===== config.mk =====
export PLATFORM = sky130hd
export DESIGN_NAME = pdmach_top
export DESIGN_NICKNAME = d
export VERILOG_FILES = /design/src/logic/pdmach_pkg.sv /design/src/logic/pdmach_top.sv
export SDC_FILE = /design/constraint.sdc
export NUM_CORES = 1
export LEC_CHECK = 0
export ABC_AREA = 1
export BUFFER_PORTS_ARGS = -buffer_cell sky130_fd_sc_hd__buf_2
export CORE_UTILIZATION = 49
export CTS_CLUSTER_SIZE = 30
export DETAILED_ROUTE_END_ITERATION = 6
export PLACE_DENSITY = 0.7
export SYNTH_ARGS = -nofsm -noshare
export SYNTH_HDL_FRONTEND = slang
export SYNTH_SLANG_ARGS = --single-unit

===== constraint.sdc =====
create_clock -name pclk -period 3.2 [get_ports pclk]
set_input_delay 0.48 -clock pclk [delete_from_list [all_inputs] [get_ports pclk]]
set_output_delay 0.48 -clock pclk [all_outputs]
set_load 0.05 [all_outputs]

===== src/logic/pdmach_pkg.sv =====
package pdmach_pkg;

    // ------------------------------------------------------------------
    // Register map
    // ------------------------------------------------------------------
    localparam int          ADDR_W           = 12;
    localparam logic [11:0] OFS_RX_ADDR      = 12'h100;
    localparam logic [11:0] OFS_RX_CNT       = 12'h104;
    localparam logic [11:0] OFS_TX_ADDR      = 12'h108;
    localparam logic [11:0] OFS_TX_CNT       = 12'h10c;
    localparam logic [11:0] OFS_RX_Q_ADDR    = 12'h110;
    localparam logic [11:0] OFS_RX_Q_CNT     = 12'h114;
    localparam logic [11:0] OFS_TX_Q_ADDR    = 12'h118;
    localparam logic [11:0] OFS_TX_Q_CNT     = 12'h11c;
    localparam logic [11:0] OFS_COMMAND      = 12'h120;
    localparam logic [11:0] OFS_ENABLE_STATE = 12'h124;

    // ------------------------------------------------------------------
    // Field layout and reset values
    // ------------------------------------------------------------------
    localparam int          CNT_W        = 16;
    localparam int          BIT_RX_ON    = 0;
    localparam int          BIT_RX_OFF   = 1;
    localparam int          BIT_TX_ON    = 8;
    localparam int          BIT_TX_OFF   = 9;
    localparam int          BIT_RX_STATE = 0;
    localparam int          BIT_TX_STATE = 8;
    localparam logic [31:0] PTR_RESET    = 32'h0;
    localparam logic [15:0] CNT_RESET    = 16'h0;
    localparam logic [15:0] CNT_ONE      = 16'h1;
    localparam logic [31:0] DATA_ZERO    = 32'h0;

    // Transfer size encoding on the peripheral side
    localparam logic [1:0]  SIZE_BYTE = 2'h0;
    localparam logic [1:0]  SIZE_HALF = 2'h1;
    localparam logic [31:0] STEP_BYTE = 32'h1;
    localparam logic [31:0] STEP_HALF = 32'h2;
    localparam logic [31:0] STEP_WORD = 32'h4;

    typedef enum logic [1:0] {
        ST_IDLE,
        ST_RX_STORE,
        ST_TX_FETCH,
        ST_SETTLE
    } pdmach_state_e;

    typedef struct packed {
        logic [31:0] addr;
        logic [31:0] wdata;
        logic        write;
        logic [1:0]  size;
    } pdmach_mem_req_s;

    typedef struct packed {
        logic rx_buffer_done;
        logic rx_all_buffers_full;
        logic tx_buffer_done;
        logic tx_all_buffers_empty;
    } pdmach_flags_s;

    // Pointer advance per transfer; unused code 3 counts as a word
    function automatic logic [31:0] pdmach_step(input logic [1:0] size);
        if (size == SIZE_BYTE) begin
            return STEP_BYTE;
        end else if (size == SIZE_HALF) begin
            return STEP_HALF;
        end
        return STEP_WORD;
    endfunction : pdmach_step

endpackage : pdmach_pkg


===== src/logic/pdmach_top.sv =====
module pdmach_top
    import pdmach_pkg::*;
(
    input  wire logic                        pclk,
    input  wire logic                        presetn,
    input  wire logic                        psel,
    input  wire logic                        penable,
    input  wire logic                        pwrite,
    input  wire logic [pdmach_pkg::ADDR_W-1:0] paddr,
    input  wire logic [31:0]                 pwdata,
    output logic      [31:0]                 prdata,
    output logic                             pready,
    output logic                             pslverr,
    input  wire logic                        rx_ready,
    input  wire logic [31:0]                 rx_data,
    output logic                             rx_taken,
    input  wire logic                        tx_ready,
    output logic      [31:0]                 tx_data,
    output logic                             tx_load,
    input  wire logic [1:0]                  xfer_size,
    output pdmach_pkg::pdmach_mem_req_s      mem_req,
    output logic                             mem_valid,
    input  wire logic                        mem_done,
    input  wire logic [31:0]                 mem_rdata,
    output pdmach_pkg::pdmach_flags_s        flags
);
    import pdmach_pkg::*;

    // ------------------------------------------------------------------
    // State
    // ------------------------------------------------------------------
    logic [31:0]     rx_address;
    logic [15:0]     rx_remaining;
    logic [31:0]     tx_address;
    logic [15:0]     tx_remaining;
    logic [31:0]     rx_queued_address;
    logic [15:0]     rx_queued_size;
    logic [31:0]     tx_queued_address;
    logic [15:0]     tx_queued_size;
    logic            rx_on;
    logic            tx_on;
    logic            rx_buffer_done;
    logic            tx_buffer_done;
    pdmach_state_e   state;

    logic [31:0]     next_rx_address;
    logic [15:0]     next_rx_remaining;
    logic [31:0]     next_tx_address;
    logic [15:0]     next_tx_remaining;
    logic [31:0]     next_rx_queued_address;
    logic [15:0]     next_rx_queued_size;
    logic [31:0]     next_tx_queued_address;
    logic [15:0]     next_tx_queued_size;
    logic            next_rx_on;
    logic            next_tx_on;
    pdmach_state_e   next_state;
    logic [31:0]     rd_value;

    // ------------------------------------------------------------------
    // APB decode
    // ------------------------------------------------------------------
    wire apb_wr    = psel && penable && pwrite;
    wire apb_setup = psel && !penable;
    wire hit_rx_a  = (paddr == OFS_RX_ADDR);
    wire hit_rx_c  = (paddr == OFS_RX_CNT);
    wire hit_tx_a  = (paddr == OFS_TX_ADDR);
    wire hit_tx_c  = (paddr == OFS_TX_CNT);
    wire hit_rq_a  = (paddr == OFS_RX_Q_ADDR);
    wire hit_rq_c  = (paddr == OFS_RX_Q_CNT);
    wire hit_tq_a  = (paddr == OFS_TX_Q_ADDR);
    wire hit_tq_c  = (paddr == OFS_TX_Q_CNT);
    wire hit_cmd   = (paddr == OFS_COMMAND);
    wire hit_state = (paddr == OFS_ENABLE_STATE);
    wire hit_any   = hit_rx_a || hit_rx_c || hit_tx_a || hit_tx_c || hit_rq_a
                   || hit_rq_c || hit_tq_a || hit_tq_c || hit_cmd || hit_state;

    wire wr_rx_a   = apb_wr && hit_rx_a;
    wire wr_rx_c   = apb_wr && hit_rx_c;
    wire wr_tx_a   = apb_wr && hit_tx_a;
    wire wr_tx_c   = apb_wr && hit_tx_c;
    wire wr_rq_a   = apb_wr && hit_rq_a;
    wire wr_rq_c   = apb_wr && hit_rq_c;
    wire wr_tq_a   = apb_wr && hit_tq_a;
    wire wr_tq_c   = apb_wr && hit_tq_c;
    wire wr_cmd    = apb_wr && hit_cmd;

    // Zero wait states; unmapped addresses answer with an error
    assign pready  = 1'b1;
    assign pslverr = psel && penable && !hit_any;

    // Command register holds nothing; reads of it return zero
    always_comb begin
        rd_value = DATA_ZERO;
        if (hit_rx_a) begin
            rd_value = rx_address;
        end else if (hit_rx_c) begin
            rd_value = {16'h0, rx_remaining};
        end else if (hit_tx_a) begin
            rd_value = tx_address;
        end else if (hit_tx_c) begin
            rd_value = {16'h0, tx_remaining};
        end else if (hit_rq_a) begin
            rd_value = rx_queued_address;
        end else if (hit_rq_c) begin
            rd_value = {16'h0, rx_queued_size};
        end else if (hit_tq_a) begin
            rd_value = tx_queued_address;
        end else if (hit_tq_c) begin
            rd_value = {16'h0, tx_queued_size};
        end else if (hit_state) begin
            rd_value[BIT_RX_STATE] = rx_on;
            rd_value[BIT_TX_STATE] = tx_on;
        end
    end

    // Read data captured in the setup cycle, so it comes from a flop
    always_ff @(posedge pclk or negedge presetn) begin
        if (!presetn) begin
            prdata <= DATA_ZERO;
        end else if (apb_setup && !pwrite) begin
            prdata <= rd_value;
        end
    end

    // ------------------------------------------------------------------
    // Transfer engine
    // ------------------------------------------------------------------
    // Receive is served before transmit when both are pending
    wire rx_can   = rx_on && (rx_remaining != CNT_RESET) && rx_ready;
    wire tx_can   = tx_on && (tx_remaining != CNT_RESET) && tx_ready;
    wire rx_fin   = (state == ST_RX_STORE) && mem_done;
    wire tx_fin   = (state == ST_TX_FETCH) && mem_done;
    // A count rewritten to zero mid-flight must not wrap
    wire rx_dec   = rx_fin && (rx_remaining != CNT_RESET);
    wire tx_dec   = tx_fin && (tx_remaining != CNT_RESET);
    wire rx_end   = rx_dec && (rx_remaining == CNT_ONE);
    wire tx_end   = tx_dec && (tx_remaining == CNT_ONE);
    wire [31:0] step = pdmach_step(mem_req.size);

    always_comb begin
        next_state = state;
        case (state)
            ST_IDLE: begin
                if (rx_can) begin
                    next_state = ST_RX_STORE;
                end else if (tx_can) begin
                    next_state = ST_TX_FETCH;
                end
            end
            ST_RX_STORE: begin
                if (mem_done) begin
                    next_state = ST_SETTLE;
                end
            end
            ST_TX_FETCH: begin
                if (mem_done) begin
                    next_state = ST_SETTLE;
                end
            end
            // One idle cycle lets the peripheral drop its ready strobe
            default: begin
                next_state = ST_IDLE;
            end
        endcase
    end

    always_ff @(posedge pclk or negedge presetn) begin
        if (!presetn) begin
            state     <= ST_IDLE;
            mem_valid <= 1'b0;
            mem_req   <= '0;
            rx_taken  <= 1'b0;
        end else begin
            state    <= next_state;
            rx_taken <= (state == ST_IDLE) && rx_can;
            if (state == ST_IDLE && rx_can) begin
                mem_valid <= 1'b1;
                mem_req   <= '{addr: rx_address, wdata: rx_data, write: 1'b1, size: xfer_size};
            end else if (state == ST_IDLE && tx_can) begin
                mem_valid <= 1'b1;
                mem_req   <= '{addr: tx_address, wdata: DATA_ZERO, write: 1'b0,
                               size: xfer_size};
            end else if (mem_done) begin
                mem_valid <= 1'b0;
            end
        end
    end

    always_ff @(posedge pclk or negedge presetn) begin
        if (!presetn) begin
            tx_data <= DATA_ZERO;
            tx_load <= 1'b0;
        end else begin
            tx_load <= tx_fin;
            if (tx_fin) begin
                tx_data <= mem_rdata;
            end
        end
    end

    // ------------------------------------------------------------------
    // Pointer and counter update
    // ------------------------------------------------------------------
    // Software writes beat the engine's own update in the same cycle
    always_comb begin
        next_rx_address        = rx_address;
        next_rx_remaining      = rx_remaining;
        next_tx_address        = tx_address;
        next_tx_remaining      = tx_remaining;
        next_rx_queued_address = rx_queued_address;
        next_rx_queued_size    = rx_queued_size;
        next_tx_queued_address = tx_queued_address;
        next_tx_queued_size    = tx_queued_size;
        if (rx_dec) begin
            next_rx_address   = rx_address + step;
            next_rx_remaining = rx_remaining - CNT_ONE;
        end
        if (tx_dec) begin
            next_tx_address   = tx_address + step;
            next_tx_remaining = tx_remaining - CNT_ONE;
        end
        if (wr_rx_a) next_rx_address = pwdata;
        if (wr_rx_c) next_rx_remaining = pwdata[CNT_W-1:0];
        if (wr_tx_a) next_tx_address = pwdata;
        if (wr_tx_c) next_tx_remaining = pwdata[CNT_W-1:0];
        if (wr_rq_a) next_rx_queued_address = pwdata;
        if (wr_rq_c) next_rx_queued_size = pwdata[CNT_W-1:0];
        if (wr_tq_a) next_tx_queued_address = pwdata;
        if (wr_tq_c) next_tx_queued_size = pwdata[CNT_W-1:0];
        if (next_rx_remaining == CNT_RESET && next_rx_queued_size != CNT_RESET) begin
            next_rx_address     = next_rx_queued_address;
            next_rx_remaining   = next_rx_queued_size;
            next_rx_queued_size = CNT_RESET;
        end
        if (next_tx_remaining == CNT_RESET && next_tx_queued_size != CNT_RESET) begin
            next_tx_address     = next_tx_queued_address;
            next_tx_remaining   = next_tx_queued_size;
            next_tx_queued_size = CNT_RESET;
        end
    end

    // Disable bits are applied last so they win over enables
    always_comb begin
        next_rx_on = rx_on;
        next_tx_on = tx_on;
        if (wr_cmd && pwdata[BIT_RX_ON]) next_rx_on = 1'b1;
        if (wr_cmd && pwdata[BIT_RX_OFF]) next_rx_on = 1'b0;
        if (wr_cmd && pwdata[BIT_TX_ON]) next_tx_on = 1'b1;
        if (wr_cmd && pwdata[BIT_TX_OFF]) next_tx_on = 1'b0;
    end

    always_ff @(posedge pclk or negedge presetn) begin
        if (!presetn) begin
            rx_address        <= PTR_RESET;
            rx_remaining      <= CNT_RESET;
            tx_address        <= PTR_RESET;
            tx_remaining      <= CNT_RESET;
            rx_queued_address <= PTR_RESET;
            rx_queued_size    <= CNT_RESET;
            tx_queued_address <= PTR_RESET;
            tx_queued_size    <= CNT_RESET;
            rx_on             <= 1'b0;
            tx_on             <= 1'b0;
        end else begin
            rx_address        <= next_rx_address;
            rx_remaining      <= next_rx_remaining;
            tx_address        <= next_tx_address;
            tx_remaining      <= next_tx_remaining;
            rx_queued_address <= next_rx_queued_address;
            rx_queued_size    <= next_rx_queued_size;
            tx_queued_address <= next_tx_queued_address;
            tx_queued_size    <= next_tx_queued_size;
            rx_on             <= next_rx_on;
            tx_on             <= next_tx_on;
        end
    end

    // ------------------------------------------------------------------
    // End flags
    // ------------------------------------------------------------------
    // A buffer end in the same cycle as a count write still sets the flag
    always_ff @(posedge pclk or negedge presetn) begin
        if (!presetn) begin
            rx_buffer_done <= 1'b0;
            tx_buffer_done <= 1'b0;
        end else begin
            rx_buffer_done <= rx_end || (rx_buffer_done && !(wr_rx_c || wr_rq_c));
            tx_buffer_done <= tx_end || (tx_buffer_done && !(wr_tx_c || wr_tq_c));
        end
    end

    assign flags.rx_buffer_done       = rx_buffer_done;
    assign flags.tx_buffer_done       = tx_buffer_done;
    assign flags.rx_all_buffers_full  = (rx_remaining == CNT_RESET)
                                      && (rx_queued_size == CNT_RESET);
    assign flags.tx_all_buffers_empty = (tx_remaining == CNT_RESET)
                                      && (tx_queued_size == CNT_RESET);
endmodule : pdmach_top


==> results of run 1 <==
-- worst max-delay path by stage --
stage	endpoint	slack, ns	depth (start not counted)	start
4_1_cts	tx_address[26]$_DFFE_PN0P_	0.11	17	mem_req[1]$_DFFE_PN0P_
2_1_floorplan	pslverr	0.11	6	paddr[1]
5_1_grt	tx_address[15]$_DFFE_PN0P_	0.004	18	tx_remaining[0]$_DFF_PN0_
3_5_place_dp	tx_address[6]$_DFFE_PN0P_	0.11	18	paddr[11]
6_report	flags[0]	0.17	8	tx_remaining[0]$_DFF_PN0_
3_3_place_gp	rx_address[20]$_DFFE_PN0P_	0.21	19	mem_req[1]$_DFFE_PN0P_
-- synth_stat cells, drive strengths merged, types with 3 or more instances --
cell type	count
nand2	989
dfrtp	332
o21ai	257
nand3	236
nor2	211
inv	203
clkbuf	86
a21oi	74
buf	51
a22o	46
xor2	42
nor3	33
nand4	23
a221oi	17
xnor2	17
o2111ai	16
ha	14
nor4	13
nand3b	10
o22ai	6
o211ai	3
-- registers in the layout, indices dropped and copies added, names as in the netlist, 2 cells and up --
register and count:
tx_data 32, rx_remaining 16, rx_queued_size 16, tx_address 32, tx_queued_size 16, mem_req 67
state 2, rx_queued_address 32, tx_remaining 16, prdata 32, tx_queued_address 32, rx_address 32
-- worst max-delay path, stage by stage (launching register included) --
cell and delay, ns:
dfrtp_1 0.40, inv_1 0.08, ha_1 0.23, nand2_1 0.19
nor2_4 0.20, nand2_1 0.12, buf_4 0.21, nor3_1 0.24
buf_2 0.31
-- power by group --
group          leakage, nW  switching [W]  internal [W]  total (W)
clock network        0.641        0.00187       0.00273    0.00460
logic                 6.53        0.00553       0.00203    0.00756
registers             4.43       0.000686       0.00503    0.00572
total                 11.6        0.00809       0.00979     0.0179
-- layout make-up --
class                           instances  area share
Multi-Input combinational cell       2020      0.4232
Timing Repair Buffer                  344     0.09236
Clock buffer                           57     0.05206
Inverter                              205     0.03377
Sequential cell                       332      0.3647
Clock inverter                         12    0.005491
Tap cell                              518     0.02844
-- metal layers --
| layer | vias up | share of wire |
|---|---|---|
| li1 | 9276 | - |
| met1 | 9492 | 0.41 |
| met2 | 1275 | 0.42 |
| met3 | 171 | 0.13 |
| met4 | 0 | 0.036 |
| met5 | - | 0 |
-- cells in the final DEF, fill, tap and decap left out, types with 17 or more instances in the layout --
master / instances
nand2_1: 979
dfrtp_1: 331
buf_2: 255
nand3_1: 226
o21ai_0: 225
inv_1: 191
nor2_1: 191
buf_4: 75
a21oi_1: 72
a22o_1: 46
xor2_1: 42
clkbuf_16: 41
o21ai_1: 32
nor3_1: 28
nand4_1: 22
xnor2_1: 17
a221oi_1: 17
-- logic make-up (layout without fill, tap and decap cells) --
family          count (synthesis)  count (layout)  share of synthesized area
xor+xnor                       59              59                    0.02681
compound gates                426             426                     0.1281
simple gates                 1518            1518                     0.3299
other cells                     1               1                  0.0001945
buf+inv                       342             618                    0.07283
fa+ha+maj                      16              16                    0.01116
flops                         332             332                     0.4310
-- stage by stage --
step | worst slack [ns] | power, W | hold WS, ns | cells
after floorplan | 0.1144 | 0.01089 | 0.1844 | 2694
after global placement | 0.2148 | 0.01314 | 0.4510 | 3418
after detailed placement | 0.1121 | 0.01322 | 0.4606 | 3418
after CTS | 0.1149 | 0.01781 | 0.1183 | 3488
after global routing | 0.004259 | 0.01875 | 0.1444 | 3488
final | 0.1662 | 0.01788 | 0.1304 | 3488
-- repair_timing --
item                       CTS  global route
setup endpoints to repair    0            30
resized for setup            0            13
hold buffers                 1             0
hold endpoints to repair    68             0
==> summary.md, run 1 <==
| Metric | Value |
|---|---|
| Max Buffers Root-to-Sink | 3 |
| Pleak | 11.60 nW |
| Final setup fails | 0 |
| Crit Path Category | reg2out |
| Total core area | 38740 sq um |
| Multi-input logic area | 9643 sq um |
| Number of remaining DRC errors | 0 |
| Hold path endpoint | tx_data[22]$_DFFE_PN0P_ |
| Starting Density | 0.4976 |
| Synthesis-to-layout area growth | 18.21% |
| Flop2flop setup slack | 0.18 ns |
| Max Cap Viol | 0 |
| # nets final | 3076 |
| Data arrival, critical path | 2.55 ns |
| Post-synth EDFFs | 0 |
| Largest net degree at the start of global routing | 78 |
| Die Area | 40140 sq um |
| Setup Skew | 0.02169 ns |
| Number of global-route vias before repair | 19300 |
| # IOs | 258 |
| Syn_nets | 2828 |
| Diode count | 0 |
| Initial antenna violation count | 0 |
| Clk_lat worst skew | 0.57 ns |
| Detail Route Antenna Nets | 0 |
| Hold Startpoint | mem_rdata[22] |
| First-pass GRT wire length | 116500 microns |
| Worst-path fanout max | 10 |
| H-tree Lvls | 2 |
| Vias/cell | 5.795 |
| Min Tclk post-route | 3.034 ns |
| Gr busiest metal | met2 |
| GRT overflow | 0 |
| Rows | 72 |
| Slew headroom | 0.2440 |
| R2R Path Start | tx_remaining[0]$_DFF_PN0_ |
| Ratio of cells with drive above 1 in the final layout | 0.1576 |
| Grt met2 use | 0.5544 |
| PwrDens | 784.7 nW/um^2 |
| Status | completed |
| Initial DRC Count | 2306 |
| Post-Route Utilization | 0.5882 |
| CTS buffer count | 39 |
| Tot GR Track Use | 0.3809 |
| TritonCTS clock tree | done |
| Synth async-reset ratio | 1.000 |
| Mean Syn Cell Area | 7.155 sq um |
| Yosys cell types | 45 |
| Cells after Synth | 2694 |
| Max Slew Vio Count | 0 |
| Port Buffers | 256 |
| Die H | 200.3 microns |
| # clock sinks | 332 |
| Worst VDD drop | 523.4 uV |
| End of the worst register-to-register path | tx_address[6]$_DFFE_PN0P_ |
| Detailed Route WL | 76480 microns |
| Hold WC Path Type | in2reg |
| DRT Pass-1 Iters | 6 |
| Worst setup SP type | register |
| Worst-path clk slew | 0.06 ns |
| Unrepaired setup endpoints after global routing | no |
| RePlAce Congestion | 1.028 |
| Synth area leaders | dfrtp_1, nand2_1, nand3_1 |
| Mapped Area | 19280 sq um |
| Sequential element share of the synthesized area | 0.4310 |
| CP Data Required Time | 2.72 ns |
| Clock root cell | clkbuf_16 |
| Met3 Track Usage GR | 0.1232 |
| GR Util met1 | 0.5281 |
| DP Wirelength | 56130 microns |
| FF-to-FF path depth | 18 |
| Hold Path Depth | 3 |
| Final period utilization | 0.9480 |
| Synth area leader | dfrtp_1 |
| Post-CTS Setup Repair Bufs | 0 |
| Final hold vios | 0 |
| Total number of vias | 20214 |
| Area after DPL | 21420 sq um |
| WL/cell | 21.93 microns |
| Reg area | 8309 sq um |
| Fmax | 329.6 MHz |
| Synth warn | 0 |
| Most used DFF post-synth | dfrtp_1 |
| Die width | 200.3 microns |
| Fillers | 3693 |
| Slew @ Worst Pin | 1.127 ns |
| CP endpoint kind | primary output |
| Final Cell Area | 22790 sq um |
| Synth Register Bits | 332 |
| Synth top area share | 0.4310 |
| Total negative slack | 0 ns |
Power figures use the tool's default switching activity.
==> run 2: changes to the inputs <==
--- a/config.mk
+++ b/config.mk
@@ -10,6 +10,7 @@
 export CORE_UTILIZATION = 49
 export CTS_CLUSTER_SIZE = 30
 export DETAILED_ROUTE_END_ITERATION = 6
+export GPL_TIMING_DRIVEN = 0
 export PLACE_DENSITY = 0.7
 export SYNTH_ARGS = -nofsm -noshare
 export SYNTH_HDL_FRONTEND = slang
==> run 2 against run 1 <==
  * Sequential cell count unchanged
  * Cell count increased by 2.1%
  * Utilization increased by 0.57 points
  * Hold slack got worse by 0.0051 ns
  * Power increased by 2.2%
  * Clock-buffer cell count decreased by 3
  * Via count increased by 1.6%
==> summary.md, run 2 (same netlist as run 1, synthesis figures left out) <==
| Metric | Value |
|---|---|
| Initial antenna violation count | 1 (+1) |
| End of the worst register-to-register path | tx_address[30]$_DFFE_PN0P_ |
| Largest register by flop count | mem_req |
| Final setup fails | 0 (unchanged) |
| Die width | 200.3 microns (unchanged) |
| Max Slew Vio Count | 0 (unchanged) |
| Worst-path fanout max | 10 (unchanged) |
| Total core area | 38740 sq um (unchanged) |
| Commonest cells after routing, fill and taps aside | nand2_1, dfrtp_1, buf_2, nand3_1, o21ai_0 |
| CTS buffer count | 38 (-2.6%) |
| Fmax | 324.9 MHz (-1.4%) |
| Max reg flops | 67 (unchanged) |
| Synthesis-to-layout area growth | 19.34% |
| TritonCTS clock tree | done |
| FF-to-FF path depth | 17 (-1) |
| Max Buffers Root-to-Sink | 3 (unchanged) |
| Rows | 72 (unchanged) |
| Number of global-route vias before repair | 19562 (+1.4%) |
| # nets final | 3145 (+2.2%) |
| Flop2flop setup slack | 0.13 ns (-0.05 ns) |
| Ratio of cells with drive above 1 in the final layout | 0.1526 (-0.004994) |
| Worst setup SP type | input port |
| Starting Density | 0.4976 (unchanged) |
| Worst-path clk slew | 0.06 ns (about the same) |
| CP endpoint kind | register |
| Die H | 200.3 microns (unchanged) |
| Largest net degree at the start of global routing | 120 (+54%) |
| Hold Startpoint | mem_rdata[26] |
| PwrDens | 794.4 nW/um^2 (+1.2%) |
| Final period utilization | 0.9618 (+0.01373) |
| WL/cell | 22.58 microns (+3.0%) |
| H-tree Lvls | 2 (unchanged) |
| Initial DRC Count | 2273 (-1.4%) |
| # clock sinks | 332 (unchanged) |
| Max Cap Viol | 0 (unchanged) |
| Max incr delay on CP | 0.93 ns (+0.53 ns) |
| Die Area | 40140 sq um (unchanged) |
| Port Buffers | 256 (unchanged) |
| Worst path slowest cell | nor3_1 |
| Number of remaining DRC errors | 0 (unchanged) |
| DP Wirelength | 62500 microns (+11%) |
| CP cell instances | buf_2 > nor2_1 > nand2_1 > inv_1 > nand2_1 > nor3_1 > inv_1 > nor2_1 > inv_1 > nand2_1 > inv_1 > clkbuf_1 > nand3_1 > nand2_1 |
| Hold Path Depth | 3 (unchanged) |
| GRT overflow | 0 (unchanged) |
| Total negative slack | 0 ns (unchanged) |
| # IOs | 258 (unchanged) |
| CP Data Required Time | 3.63 ns (+0.91 ns) |
| Total number of vias | 20533 (+1.6%) |
| Setup Skew | 0.01972 ns (-0.001969 ns) |
| DRT Pass-1 Iters | 6 (unchanged) |
| Clk_lat worst skew | 0.56 ns (about the same) |
| Hold WC Path Type | in2reg |
| Vias/cell | 5.768 (-0.48%) |
| Final Power | 0.01827 W (+2.2%) |
| Pleak | 11.59 nW (-0.11%) |
| Crit Path Category | in2reg |
| Leading cell type in the layout, fill and taps excluded | nand2_1 |
| Data arrival, critical path | 3.51 ns (+0.96 ns) |
| Worst VDD drop | 470.2 uV (-10%) |
| Min Tclk post-route | 3.078 ns (+0.04393 ns) |
| Status | completed |
| First-pass GRT wire length | 120000 microns (+3.1%) |
| RePlAce Congestion | 1.055 (+2.6%) |
| Detail Route Antenna Nets | 0 (unchanged) |
| R2R Path Start | mem_req[1]$_DFFE_PN0P_ |
| Slew @ Worst Pin | 1.208 ns (+0.08132 ns) |
| Final hold vios | 0 (unchanged) |
| Hold path endpoint | tx_data[26]$_DFFE_PN0P_ |
| Worst setup startpoint | paddr[1] |
| Tot GR Track Use | 0.3973 (+0.01645) |
| Slew headroom | 0.1882 (-0.05576) |
| Clock root cell | clkbuf_16 |
| Detailed Route WL | 80400 microns (+5.1%) |
run 2: changes by cell type in the layout (fill, tap and decap cells not counted), moves of 4 or more:
cell	delta
buf_1	+6
buf_12	-12
buf_2	+20
buf_4	-44
buf_6	+7
clkbuf_1	+83
clkinv_2	+5
ha_1	-4
nor2_4	+4
run 2: area by class of cell:
class                   instances  area, sq um
fillers                      3732        15730
multi-input cells            2021         9728
flip-flops and latches        332         8312
well taps                     518        648.1
clock inverters                16        211.5
inverters                     205        775.7
repair buffers                276         1506
clock buffers                  54         1165
plain buffers                 137        655.6
diodes                          1        2.502
run 2: routing by layer:
layer | routed length [microns] | up-vias | track usage | part of all wire
met5 | 13 | - | 0 | 0.00016
met4 | 3158 | 2 | 0.1486 | 0.039
met3 | 9502 | 188 | 0.1010 | 0.12
met2 | 34300 | 1221 | 0.5925 | 0.43
met1 | 33420 | 9691 | 0.5563 | 0.42
li1 | - | 9431 | - | -
run 2: worst max path at each step:
stage / slack [ns] / to / cells past startpoint
after global routing: -0.06 / rx_address[30]$_DFFE_PN0P_ / 20
after detailed placement: -0.62 / tx_address[26]$_DFFE_PN0P_ / 16
after CTS: 0.007 / mem_req[51]$_DFFE_PN0P_ / 13
final: 0.12 / tx_address[30]$_DFFE_PN0P_ / 14
after global placement: -4.73 / rx_address[24]$_DFFE_PN0P_ / 1
after floorplan: 0.11 / pslverr / 6
run 2: timing repair:
item,CTS,global route
gates cloned,0,1
setup buffers,7,9
resized for setup,19,42
pin swaps,3,10
endpoints found under the hold margin,6,0
hold buffers,1,0
setup endpoints to repair,108,138
run 2: through the flow:
| stage | hold slack, ns | area (sq um) | cells | utilization | setup slack, ns |
|---|---|---|---|---|---|
| finish | 0.1253 | 23000 | 3560 | 0.5939 | 0.1223 |
| global route | 0.1224 | 23000 | 3559 | 0.5938 | -0.05748 |
| CTS | 0.09969 | 22790 | 3549 | 0.5884 | 0.007184 |
| detailed placement | 0.2873 | 21300 | 3471 | 0.5498 | -0.6178 |
| global placement | 0.4534 | 21210 | 3468 | 0.5474 | -4.726 |
| floorplan | 0.1844 | 19280 | 2694 | - | 0.1144 |
run 2: report_power, final:
group,switching (W),internal [W],total (W)
combinational,0.00561,0.00202,0.00762
clock,0.00185,0.00294,0.00479
sequential,0.000830,0.00503,0.00586
run 2: critical path: cells and delay by family:
kind / cells / cell delay (ns)
buffers and inverters: 6 / 1.10
AND/OR/NAND/NOR: 8 / 1.90
